==> config.mk <==
export PLATFORM = sky130hd
export DESIGN_NAME = tsaf_parser
export DESIGN_NICKNAME = d
export VERILOG_FILES = /design/src/hw/tsaf_pkg.sv /design/src/hw/tsaf_mem_if.sv /design/src/hw/tsaf_parser.sv /design/src/hw/tsaf_priv_mem.sv
export VERILOG_INCLUDE_DIRS = /design/src /design/src/hw
export SDC_FILE = /design/constraint.sdc
export NUM_CORES = 2
export LEC_CHECK = 0
export BUFFER_PORTS_ARGS = -buffer_cell sky130_fd_sc_hd__buf_2
export CAP_MARGIN = 20
export CORE_MARGIN = 4
export CORE_UTILIZATION = 40
export DETAILED_ROUTE_END_ITERATION = 10
export PLACE_DENSITY = 0.64
export SKIP_CTS_REPAIR_TIMING = 1
export SLEW_MARGIN = 40
export SYNTH_ARGS = -nofsm -noshare
export SYNTH_HDL_FRONTEND = slang
export SYNTH_SLANG_ARGS = --single-unit
==> constraint.sdc <==
create_clock -name hclk -period 8.2 [get_ports hclk]
set_clock_uncertainty 0.15 [all_clocks]
set_input_delay 1.64 -clock hclk [delete_from_list [all_inputs] [get_ports hclk]]
set_output_delay 1.64 -clock hclk [all_outputs]
set_load 0.03 [all_outputs]
==> src/hw/tsaf_regs.svh <==
// Register map, field positions and constants of the adaptation field parser
// How it works
// - Length byte counts every following header byte
// - Trailing 0xff stuffing bytes are discarded unread
// - Bypass mode skips header to payload
// - Last five flags mark optional fields present
// - First three flags add no bytes
// - Optional fields parsed in flag order
// - Discontinuity flag raises clock realign event
// - Random access flag reports entry point
// - Stream priority flag is not acted on, only kept in the flags register
// - Original clock reference extracted, not recovered
// - Extension counts 0..299, base 33 bits
// - Timestamp clock reference at last extension byte
// - Private data bytes passed through uninterpreted
// - Extension bytes skipped without acting
// - Parse only when adaptation control 10/11
`ifndef TSAF_REGS_SVH
`define TSAF_REGS_SVH
`define TSAF_OFF_CTRL 8'h00
`define TSAF_OFF_STATUS 8'h04
`define TSAF_OFF_MASK 8'h08
`define TSAF_OFF_PCR_HI 8'h0c
`define TSAF_OFF_PCR_LO 8'h10
`define TSAF_OFF_OPCR_HI 8'h14
`define TSAF_OFF_OPCR_LO 8'h18
`define TSAF_OFF_PCR_TS 8'h1c
`define TSAF_OFF_FLAGS 8'h20
`define TSAF_OFF_PRIV 8'h24
`define TSAF_OFF_PRIV_POP 8'h28
`define TSAF_CTRL_ENABLE 0
`define TSAF_CTRL_BYPASS 1
`define TSAF_CTRL_RESET 2'h1
`define TSAF_ST_PCR 0
`define TSAF_ST_OPCR 1
`define TSAF_ST_DISC 2
`define TSAF_ST_RAND 3
`define TSAF_ST_PRIV 4
`define TSAF_ST_LEN_ERR 5
`define TSAF_NUM_EVT 6
`define TSAF_FL_DISC 7
`define TSAF_FL_RAND 6
`define TSAF_FL_PCR 4
`define TSAF_FL_OPCR 3
`define TSAF_FL_SPLICE 2
`define TSAF_FL_PRIV 1
`define TSAF_FL_EXT 0
`define TSAF_LINK_HDR_BYTES 8'd4
`define TSAF_PKT_BYTES 8'd188
`define TSAF_SYNC 8'h47
`define TSAF_CLKREF_BYTES 8'd6
`define TSAF_STUFF 8'hff
`define TSAF_EXT_WRAP 9'd299
`endif

==> src/hw/tsaf_pkg.sv <==
// Types shared by the adaptation field parser modules
package tsaf_pkg;
	typedef enum logic [3:0] {
		TSAF_HUNT,
		TSAF_LINK,
		TSAF_LEN,
		TSAF_FLAGS,
		TSAF_CLK,
		TSAF_SPLICE,
		TSAF_PRIV_LEN,
		TSAF_PRIV,
		TSAF_EXT_LEN,
		TSAF_SKIP,
		TSAF_PAYLOAD
	} tsaf_state_e;
	typedef logic [7:0] tsaf_byte_t;
endpackage

==> src/hw/tsaf_mem_if.sv <==
// Write and read ports of the private data buffer
`timescale 1ns/10ps
interface tsaf_mem_if #(parameter int AW = 8);
	logic we;
	logic [AW-1:0] waddr;
	logic [7:0] wdata;
	logic [AW-1:0] raddr;
	logic [7:0] rdata;
	modport ctrl (output we, output waddr, output wdata, output raddr,
		input rdata);
	modport mem (input we, input waddr, input wdata, input raddr,
		output rdata);
endinterface

==> src/hw/tsaf_parser.sv <==
// Adaptation field parser with AHB-Lite register access
//
// Design decisions made here: the AHB-Lite interface to the registers and the placing of the registers.
`timescale 1ns/10ps
`include "tsaf_regs.svh"
module tsaf_parser #(
	parameter int PAW = 8
)(
	input wire logic hclk,
	input wire logic hresetn,
	input wire logic ce,
	input wire logic hsel,
	input wire logic [31:0] haddr,
	input wire logic [1:0] htrans,
	input wire logic hwrite,
	input wire logic [2:0] hsize,
	input wire logic [31:0] hwdata,
	input wire logic hready,
	output logic [31:0] hrdata,
	output logic hreadyout,
	output logic hresp,
	input wire logic ts_valid,
	input wire tsaf_pkg::tsaf_byte_t ts_data,
	output logic pay_valid,
	output tsaf_pkg::tsaf_byte_t pay_data,
	output logic pcr_valid,
	output logic [32:0] pcr_base,
	output logic [8:0] pcr_ext,
	output logic disc_evt,
	output logic rand_evt,
	output logic irq
);
	import tsaf_pkg::*;

	typedef struct packed {
		logic [1:0] ctrl;
		logic [`TSAF_NUM_EVT-1:0] stat;
		logic [`TSAF_NUM_EVT-1:0] mask;
		tsaf_state_e st;
		logic [7:0] pos;
		logic [7:0] left;
		logic [7:0] sub;
		logic [7:0] flags;
		logic [47:0] sh;
		logic [47:0] pcr;
		logic [47:0] opcr;
		logic [31:0] ts;
		logic [31:0] now;
		logic [7:0] plen;
		logic [7:0] pcnt;
		logic [PAW-1:0] rptr;
		logic [7:0] flg_r;
		logic wr_ph;
		logic rd_ph;
		logic [7:0] aoff;
		logic [31:0] hrdata;
		logic pay_valid;
		logic [7:0] pay_data;
		logic pcr_valid;
		logic [32:0] pcr_base;
		logic [8:0] pcr_ext;
		logic disc_evt;
		logic rand_evt;
		logic irq;
		logic v1;
		logic v2;
		logic [7:0] d1;
		logic [7:0] d2;
	} tsaf_state_s;

	tsaf_state_s s_r;
	tsaf_state_s s_nxt;
	tsaf_mem_if #(.AW(PAW)) mi ();

	tsaf_priv_mem #(.AW(PAW)) u_mem (
		.hclk(hclk),
		.ce(ce),
		.m(mi)
	);

	// Splits a clock field into base and extension, skipping reserved bits
	function automatic logic [41:0] clkref(input logic [47:0] f);
		clkref = {f[47:15], f[8:0]};
	endfunction

	logic acc;
	logic [7:0] b;
	logic bv;
	logic [`TSAF_NUM_EVT-1:0] ev;

	assign acc = hsel && hready && htrans[1];
	assign b = s_r.d2;
	assign bv = s_r.v2;

	assign mi.we = bv && s_r.st == TSAF_PRIV;
	assign mi.waddr = s_r.pcnt[PAW-1:0];
	assign mi.wdata = b;
	// Read one ahead so a pop issued right after the previous pop's data phase gets the next byte
	assign mi.raddr = s_nxt.rptr;

	always_comb
	begin
		s_nxt = s_r;
		ev = '0;
		s_nxt.v1 = ts_valid;
		s_nxt.d1 = ts_data;
		s_nxt.v2 = s_r.v1;
		s_nxt.d2 = s_r.d1;
		s_nxt.now = s_r.now + 32'h1;
		s_nxt.pay_valid = 1'b0;
		s_nxt.pcr_valid = 1'b0;
		s_nxt.disc_evt = 1'b0;
		s_nxt.rand_evt = 1'b0;
		if (bv && s_r.ctrl[`TSAF_CTRL_ENABLE])
		begin
			s_nxt.pos = s_r.pos + 8'h1;
			s_nxt.left = s_r.left - 8'h1;
			case (s_r.st)
				TSAF_HUNT:
				begin
					if (b == `TSAF_SYNC)
					begin
						s_nxt.st = TSAF_LINK;
						s_nxt.pos = 8'h1;
					end
				end
				TSAF_LINK:
				begin
					if (s_r.pos == `TSAF_LINK_HDR_BYTES - 8'h1)
					begin
						s_nxt.left = `TSAF_PKT_BYTES - `TSAF_LINK_HDR_BYTES;
						if (b[5])
							s_nxt.st = TSAF_LEN;
						else
							s_nxt.st = TSAF_PAYLOAD;
						s_nxt.sub = {7'h0, b[4]};
					end
				end
				TSAF_LEN:
				begin
					s_nxt.left = b;
					if (b == 8'h0)
						s_nxt.st = s_r.sub[0] ? TSAF_PAYLOAD : TSAF_SKIP;
					else if (s_r.ctrl[`TSAF_CTRL_BYPASS])
						s_nxt.st = TSAF_SKIP;
					else
						s_nxt.st = TSAF_FLAGS;
					if (b == 8'h0)
						s_nxt.left = 8'hff;
					s_nxt.flags = s_r.sub;
				end
				TSAF_FLAGS:
				begin
					s_nxt.flg_r = b;
					s_nxt.flags = {b[7:5], b[4:0]};
					if (b[`TSAF_FL_DISC])
					begin
						s_nxt.disc_evt = 1'b1;
						ev[`TSAF_ST_DISC] = 1'b1;
					end
					if (b[`TSAF_FL_RAND])
					begin
						s_nxt.rand_evt = 1'b1;
						ev[`TSAF_ST_RAND] = 1'b1;
					end
					s_nxt.sub = 8'h0;
					s_nxt.pcnt = 8'h0;
					s_nxt.st = TSAF_SKIP;
					if (b[`TSAF_FL_PCR] || b[`TSAF_FL_OPCR])
						s_nxt.st = TSAF_CLK;
					else if (b[`TSAF_FL_SPLICE])
						s_nxt.st = TSAF_SPLICE;
					else if (b[`TSAF_FL_PRIV])
						s_nxt.st = TSAF_PRIV_LEN;
					else if (b[`TSAF_FL_EXT])
						s_nxt.st = TSAF_EXT_LEN;
				end
				TSAF_CLK:
				begin
					s_nxt.sh = {s_r.sh[39:0], b};
					s_nxt.sub = s_r.sub + 8'h1;
					if (s_r.sub == `TSAF_CLKREF_BYTES - 8'h1)
					begin
						s_nxt.sub = 8'h0;
						if (s_r.flags[`TSAF_FL_PCR])
						begin
							s_nxt.ts = s_r.now;
							s_nxt.pcr = {s_r.sh[39:0], b};
							{s_nxt.pcr_base, s_nxt.pcr_ext} =
								clkref({s_r.sh[39:0], b});
							s_nxt.pcr_valid = 1'b1;
							ev[`TSAF_ST_PCR] = 1'b1;
							s_nxt.flags[`TSAF_FL_PCR] = 1'b0;
						end
						else
						begin
							s_nxt.opcr = {s_r.sh[39:0], b};
							ev[`TSAF_ST_OPCR] = 1'b1;
							s_nxt.flags[`TSAF_FL_OPCR] = 1'b0;
						end
						if (s_r.flags[`TSAF_FL_PCR] &&
							s_r.flags[`TSAF_FL_OPCR])
							s_nxt.st = TSAF_CLK;
						else if (s_r.flags[`TSAF_FL_SPLICE])
							s_nxt.st = TSAF_SPLICE;
						else if (s_r.flags[`TSAF_FL_PRIV])
							s_nxt.st = TSAF_PRIV_LEN;
						else if (s_r.flags[`TSAF_FL_EXT])
							s_nxt.st = TSAF_EXT_LEN;
						else
							s_nxt.st = TSAF_SKIP;
					end
				end
				TSAF_SPLICE:
				begin
					if (s_r.flags[`TSAF_FL_PRIV])
						s_nxt.st = TSAF_PRIV_LEN;
					else if (s_r.flags[`TSAF_FL_EXT])
						s_nxt.st = TSAF_EXT_LEN;
					else
						s_nxt.st = TSAF_SKIP;
				end
				TSAF_PRIV_LEN:
				begin
					s_nxt.plen = b;
					s_nxt.pcnt = 8'h0;
					if (b != 8'h0)
						s_nxt.st = TSAF_PRIV;
					else if (s_r.flags[`TSAF_FL_EXT])
						s_nxt.st = TSAF_EXT_LEN;
					else
						s_nxt.st = TSAF_SKIP;
				end
				TSAF_PRIV:
				begin
					s_nxt.pcnt = s_r.pcnt + 8'h1;
					if (s_r.pcnt == s_r.plen - 8'h1)
					begin
						ev[`TSAF_ST_PRIV] = 1'b1;
						if (s_r.flags[`TSAF_FL_EXT])
							s_nxt.st = TSAF_EXT_LEN;
						else
							s_nxt.st = TSAF_SKIP;
					end
				end
				TSAF_EXT_LEN:
				begin
					s_nxt.st = TSAF_SKIP;
				end
				TSAF_SKIP:
				begin
					if (s_r.left == 8'h1)
						s_nxt.st = TSAF_PAYLOAD;
				end
				TSAF_PAYLOAD:
				begin
					s_nxt.pay_valid = 1'b1;
					s_nxt.pay_data = b;
				end
				default:
					s_nxt.st = TSAF_HUNT;
			endcase
			if (s_r.st != TSAF_HUNT && s_r.st != TSAF_LINK &&
				s_r.st != TSAF_LEN && s_r.st != TSAF_PAYLOAD &&
				s_r.left == 8'h1)
			begin
				// A field still short of bytes overran the length
				if (s_nxt.st != TSAF_SKIP && s_nxt.st != TSAF_PAYLOAD)
					ev[`TSAF_ST_LEN_ERR] = 1'b1;
				s_nxt.st = TSAF_PAYLOAD;
			end
			// Packet ends after its last byte
			if (s_r.pos == `TSAF_PKT_BYTES - 8'h1)
			begin
				s_nxt.st = TSAF_HUNT;
				s_nxt.pos = 8'h0;
			end
		end
		// Bus address phase
		s_nxt.wr_ph = acc && hwrite;
		s_nxt.rd_ph = acc && !hwrite;
		if (acc)
			s_nxt.aoff = haddr[7:0];
		if (s_r.wr_ph)
		begin
			if (s_r.aoff == `TSAF_OFF_CTRL)
				s_nxt.ctrl = hwdata[1:0];
			else if (s_r.aoff == `TSAF_OFF_STATUS)
				s_nxt.stat = s_r.stat & ~hwdata[`TSAF_NUM_EVT-1:0];
			else if (s_r.aoff == `TSAF_OFF_MASK)
				s_nxt.mask = hwdata[`TSAF_NUM_EVT-1:0];
		end
		if (s_r.rd_ph && s_r.aoff == `TSAF_OFF_PRIV_POP)
			s_nxt.rptr = s_r.rptr + 1'b1;
		if (ev[`TSAF_ST_PRIV])
			s_nxt.rptr = '0;
		// Set wins over clear
		s_nxt.stat = s_nxt.stat | ev;
		s_nxt.irq = |(s_nxt.stat & s_nxt.mask);
		s_nxt.hrdata = 32'h0;
		if (acc && !hwrite)
		begin
			if (haddr[7:0] == `TSAF_OFF_CTRL)
				s_nxt.hrdata = {30'h0, s_r.ctrl};
			else if (haddr[7:0] == `TSAF_OFF_STATUS)
				s_nxt.hrdata = {26'h0, s_r.stat};
			else if (haddr[7:0] == `TSAF_OFF_MASK)
				s_nxt.hrdata = {26'h0, s_r.mask};
			else if (haddr[7:0] == `TSAF_OFF_PCR_HI)
				s_nxt.hrdata = {16'h0, s_r.pcr[47:32]};
			else if (haddr[7:0] == `TSAF_OFF_PCR_LO)
				s_nxt.hrdata = s_r.pcr[31:0];
			else if (haddr[7:0] == `TSAF_OFF_OPCR_HI)
				s_nxt.hrdata = {16'h0, s_r.opcr[47:32]};
			else if (haddr[7:0] == `TSAF_OFF_OPCR_LO)
				s_nxt.hrdata = s_r.opcr[31:0];
			else if (haddr[7:0] == `TSAF_OFF_PCR_TS)
				s_nxt.hrdata = s_r.ts;
			else if (haddr[7:0] == `TSAF_OFF_FLAGS)
				s_nxt.hrdata = {24'h0, s_r.flg_r};
			else if (haddr[7:0] == `TSAF_OFF_PRIV)
				s_nxt.hrdata = {24'h0, s_r.plen};
			else if (haddr[7:0] == `TSAF_OFF_PRIV_POP)
				s_nxt.hrdata = {24'h0, mi.rdata};
		end
	end

	always_ff @(posedge hclk or negedge hresetn)
	begin
		if (!hresetn)
		begin
			s_r <= '0;
			s_r.ctrl <= `TSAF_CTRL_RESET;
			s_r.st <= TSAF_HUNT;
		end
		else if (ce)
			s_r <= s_nxt;
	end

	assign hrdata = s_r.hrdata;
	assign hreadyout = 1'b1;
	assign hresp = 1'b0;
	assign pay_valid = s_r.pay_valid;
	assign pay_data = s_r.pay_data;
	assign pcr_valid = s_r.pcr_valid;
	assign pcr_base = s_r.pcr_base;
	assign pcr_ext = s_r.pcr_ext;
	assign disc_evt = s_r.disc_evt;
	assign rand_evt = s_r.rand_evt;
	assign irq = s_r.irq;
endmodule

==> src/hw/tsaf_priv_mem.sv <==
// Small byte memory holding the private data of the last packet
`timescale 1ns/10ps
module tsaf_priv_mem #(
	parameter int AW = 8
)(
	input wire logic hclk,
	input wire logic ce,
	tsaf_mem_if.mem m
);
	logic [7:0] mem [0:(1<<AW)-1];
	logic [7:0] rdata_r;
	always_ff @(posedge hclk)
	begin
		if (ce)
		begin
			if (m.we)
				mem[m.waddr] <= m.wdata;
			rdata_r <= mem[m.raddr];
		end
	end
	assign m.rdata = rdata_r;
endmodule

==> results.py <==
metrics = {
    "floorplan": {
        "die_h_um": 506,
        "core_um2": 246000,
        "rows": 182,
        "die_w_um": 506,
        "start_util": 0.403,
        "ios": 173,
        "design.die.area_um2": 256000,
    },
    "hold_path": {
        "hold_path_end": "s_r[178]$_DFFE_PN0P_",
        "hp-start": "s_r[178]$_DFFE_PN0P_",
        "hp-class": "register to register",
        "min_path_cells": 1,
    },
    "critical_path": {
        "critPathKind": "register to register",
        "rr_startpoint": "s_r[139]$_DFFE_PN0P_",
        "arrival_ns": 7.00,
        "required_ns": 8.72,
        "cp-end-kind": "register",
        "cp_slowest_cell": "nand3_2",
        "cp_slowest_stage_delay_ns": 0.80,
        "r2r_end": "u_mem.m.rdata[3]$_DFFE_PP_",
        "ff2ff_path_depth": 14,
        "path_cells": "inv_1, ha_1, or3b_1, o31a_1, o2111ai_1, a211o_4, buf_4, nand3_2, o22a_1, o21ai_0, nor3_1, o21ai_0, o21ai_0, o2bb2ai_1",
        "crit_fanout": 38,
        "timing.critical_path.mode_cell": "o21ai_0",
        "start_kind": "register",
        "r2r_slack_ns": 1.72,
    },
    "sta": {
        "max_freq_mhz": 154,
        "hold_viol": 0,
        "grt_setup_unrepaired": "no",
        "finalCritPeriodShare": 0.790,
        "worst_pin_slew_ns": 0.933,
        "layout_min_cycle_time_ns": 6.48,
        "slew_viol_final": 0,
        "setup_violations": 0,
        "holdWs_ns": 0.319,
        "timing.setup.tns_ns": 0,
        "slew_headroom": 0.378,
    },
    "clock_tree": {
        "numCtsBuffers": 235,
        "clk_pin_slew_ns": 0.06,
        "cts_root_buf": "clkbuf_16",
        "clk_path_buf_depth": 3,
        "clock_latency_ns": 0.90,
        "cts.sinks": 2408,
        "cts_tree": "done",
        "h-tree-depth": 4,
    },
    "synth": {
        "ys_types": 96,
        "synth-compound-area-share": 0.0970,
        "syn-cell-area_um2": 99200,
        "synth-simple-area-share": 0.0875,
        "seq_area_frac_synth": 0.711,
        "ys_seq_elements": 2408,
        "synth_nets": 7099,
        "synth_xor_xnor_area_share": 0.00477,
        "ys_warn_count": 0,
        "synthCells": 7003,
        "synth_ff_type": "edfxtp_1",
        "syn_avg_cell_area_um2": 14.2,
        "synth_edf_count": 2056,
        "synth_top_family_by_area": "compound AO/OA/AOI/OAI gates",
        "synth_adder_area_share": 0.00151,
        "async_reset_ff_frac": 0.146,
        "synthMuxAreaShare": 0.0700,
    },
    "run": {
        "timing.max_cap.violations": 0,
    },
    "power_and_ir_drop": {
        "ir_worst_vdd_mv": 0.198,
        "powerDensity_nw_per_um2": 248,
        "p_leak_nw": 37.6,
    },
    "placement": {
        "dpl.hpwl_um": 180000,
        "port_buffers": 116,
        "gp_congestion": 0.912,
    },
    "route": {
        "drc": 0,
        "drt-initial-drc-count": 9477,
        "vias": 64200,
        "viasPerCell": 6.10,
        "drt-wirelength-per-cell_um": 28.2,
        "routed_wl_um": 297000,
        "first_pass_iters": 8,
        "ant_nets": 0,
    },
    "global_route": {
        "grt-ovfl-total": 0,
        "antenna_found_initial": 14,
        "grt_max_degree": 175,
        "grt_usage": 0.225,
        "grt_first_pass_wirelength_um": 429000,
        "grt_pass1_vias": 61000,
    },
    "layout": {
        "nets": 7093,
        "drive_gt1_frac": 0.164,
        "area_delta_synth_final_pct": 12.5,
    },
    "outcome": {
        "status": "finished clean",
    },
}
-- logic make-up (layout without fill, tap and decap cells) --
kind of cell,after synthesis,in the layout
buffers and inverters,564,755
AND/OR/NAND/NOR,2036,2036
AO/OA/AOI/OAI,1410,1410
other,2,10
multiplexers,517,517
flip-flops,2408,2408
adder cells (fa/ha/maj),12,12
XOR/XNOR,54,54
-- worst max-delay path, delay by kind of cell (launching register included) --
kind | cells | cell delay (ns)
AOI/OAI and AO/OA | 8 | 3.22
adders and majority gates | 1 | 0.21
buffers and inverters | 2 | 0.83
DFF | 1 | 0.45
and+or+nand+nor | 3 | 1.33
-- state kept, by name, summed over array words and instances (netlist names), 8 cells and up --
name           flops
s_nxt              9
b                  8
u_mem.m.rdata      8
u_mem.mem       2048
s_r              281
hrdata            32
mi.waddr           8
pay_data           8
-- cell usage after synthesis (8+ instances only) --
cell | number | area [µm²]
a2111oi_0 | 9 | 78.8
a211o_1 | 12 | 105
a211oi_1 | 122 | 916
a21o_1 | 20 | 150
a21oi_1 | 242 | 1210
a221o_1 | 13 | 130
a221oi_1 | 49 | 429
a222oi_1 | 25 | 250
a22o_1 | 17 | 149
a22oi_1 | 50 | 375
a311oi_1 | 17 | 149
a31o_2 | 14 | 123
a31oi_1 | 190 | 1190
a32oi_1 | 8 | 70.1
and2_1 | 9 | 56.3
and3_1 | 35 | 219
buf_1 | 44 | 165
buf_2 | 194 | 971
buf_4 | 96 | 721
clkbuf_1 | 202 | 758
dfrtp_1 | 351 | 8780
edfxtp_1 | 2056 | 61700
ha_1 | 12 | 150
inv_1 | 21 | 78.8
mux2_2 | 203 | 2290
mux2i_1 | 193 | 1930
mux4_2 | 121 | 2730
nand2_1 | 1086 | 4080
nand3_1 | 219 | 1100
nand4_1 | 28 | 175
nor2_1 | 461 | 1730
nor2b_1 | 35 | 219
nor3_1 | 57 | 285
nor4_1 | 35 | 219
o2111ai_1 | 12 | 105
o211ai_1 | 44 | 330
o21ai_0 | 240 | 1200
o221ai_1 | 132 | 1160
o22ai_1 | 81 | 507
o2bb2ai_1 | 32 | 280
o31ai_1 | 15 | 113
o32ai_1 | 10 | 87.6
or4_1 | 10 | 75.1
xnor2_1 | 35 | 307
xor2_1 | 19 | 166
-- through the flow --
| stage | setup slack, ns | cell area [µm²] | total power (W) | utilization | cells |
|---|---|---|---|---|---|
| 2_1_floorplan | 2.40 | 99200 | 0.0159 | - | 7003 |
| 3_3_place_gp | 1.95 | 103000 | 0.0169 | 0.418 | 10100 |
| 3_5_place_dp | 1.96 | 103000 | 0.0170 | 0.420 | 10100 |
| 4_1_cts | 1.94 | 111000 | 0.0276 | 0.451 | 10500 |
| 5_1_grt | 1.74 | 112000 | 0.0284 | 0.453 | 10500 |
| 6_report | 1.72 | 112000 | 0.0276 | 0.453 | 10500 |
-- report_power, final --
group	switching [W]	internal (W)	total (W)
Sequential	0.000207	0.0137	0.0139
Combinational	0.00202	0.000853	0.00287
Clock	0.00474	0.00608	0.0108
Total	0.00697	0.0206	0.0276
-- layer usage --
| layer | up-vias | global-route usage | wire (µm) |
|---|---|---|---|
| met1 | 32400 | 0.310 | 115000 |
| met5 | - | 0.000926 | 138 |
| met3 | 737 | 0.0577 | 35700 |
| met4 | 8 | 0.0977 | 14600 |
| met2 | 4130 | 0.337 | 131000 |
| li1 | 26900 | - | - |
-- cells in the final DEF (no fill, tap or decap), types with 115 or more instances in the layout --
| cell type | synthesis | layout |
|---|---|---|
| a31oi_1 | 190 | 188 |
| mux2_2 | 203 | 203 |
| buf_2 | 194 | 115 |
| o221ai_1 | 132 | 132 |
| edfxtp_1 | 2056 | 2056 |
| buf_4 | 96 | 138 |
| a21oi_1 | 242 | 242 |
| mux2i_1 | 193 | 193 |
| a211oi_1 | 122 | 122 |
| dfrtp_1 | 351 | 341 |
| nand2_1 | 1086 | 1075 |
| o21ai_0 | 240 | 240 |
| nor2_1 | 461 | 351 |
| mux4_2 | 121 | 121 |
| nand3_1 | 219 | 213 |
| clkbuf_16 | 0 | 235 |
-- area by class of cell --
type	count	area (µm²)
fill	21500	135000
sequential	2408	70600
multi-input combinational	4031	26600
clock buffer	291	6210
tap	3312	4140
timing repair buffer	299	2420
clock inverter	143	1530
inverter	22	82.6
antenna	8	20.0
-- worst max path at each step --
stage                                       endpoint                 start  slack [ns]
final                     u_mem.m.rdata[3]$_DFFE_PP_  s_r[139]$_DFFE_PN0P_        1.72
after global routing      u_mem.m.rdata[0]$_DFFE_PP_  s_r[105]$_DFFE_PN0P_        1.74
after CTS                 u_mem.m.rdata[6]$_DFFE_PP_  s_r[105]$_DFFE_PN0P_        1.94
after detailed placement  u_mem.m.rdata[0]$_DFFE_PP_  s_r[105]$_DFFE_PN0P_        1.96
after global placement    u_mem.m.rdata[7]$_DFFE_PP_  s_r[105]$_DFFE_PN0P_        1.95
after floorplan                 s_r[402]$_DFFE_PN0P_      b[3]$_DFFE_PN0P_        2.40
Note: power is estimated with default switching activity, not from simulation.
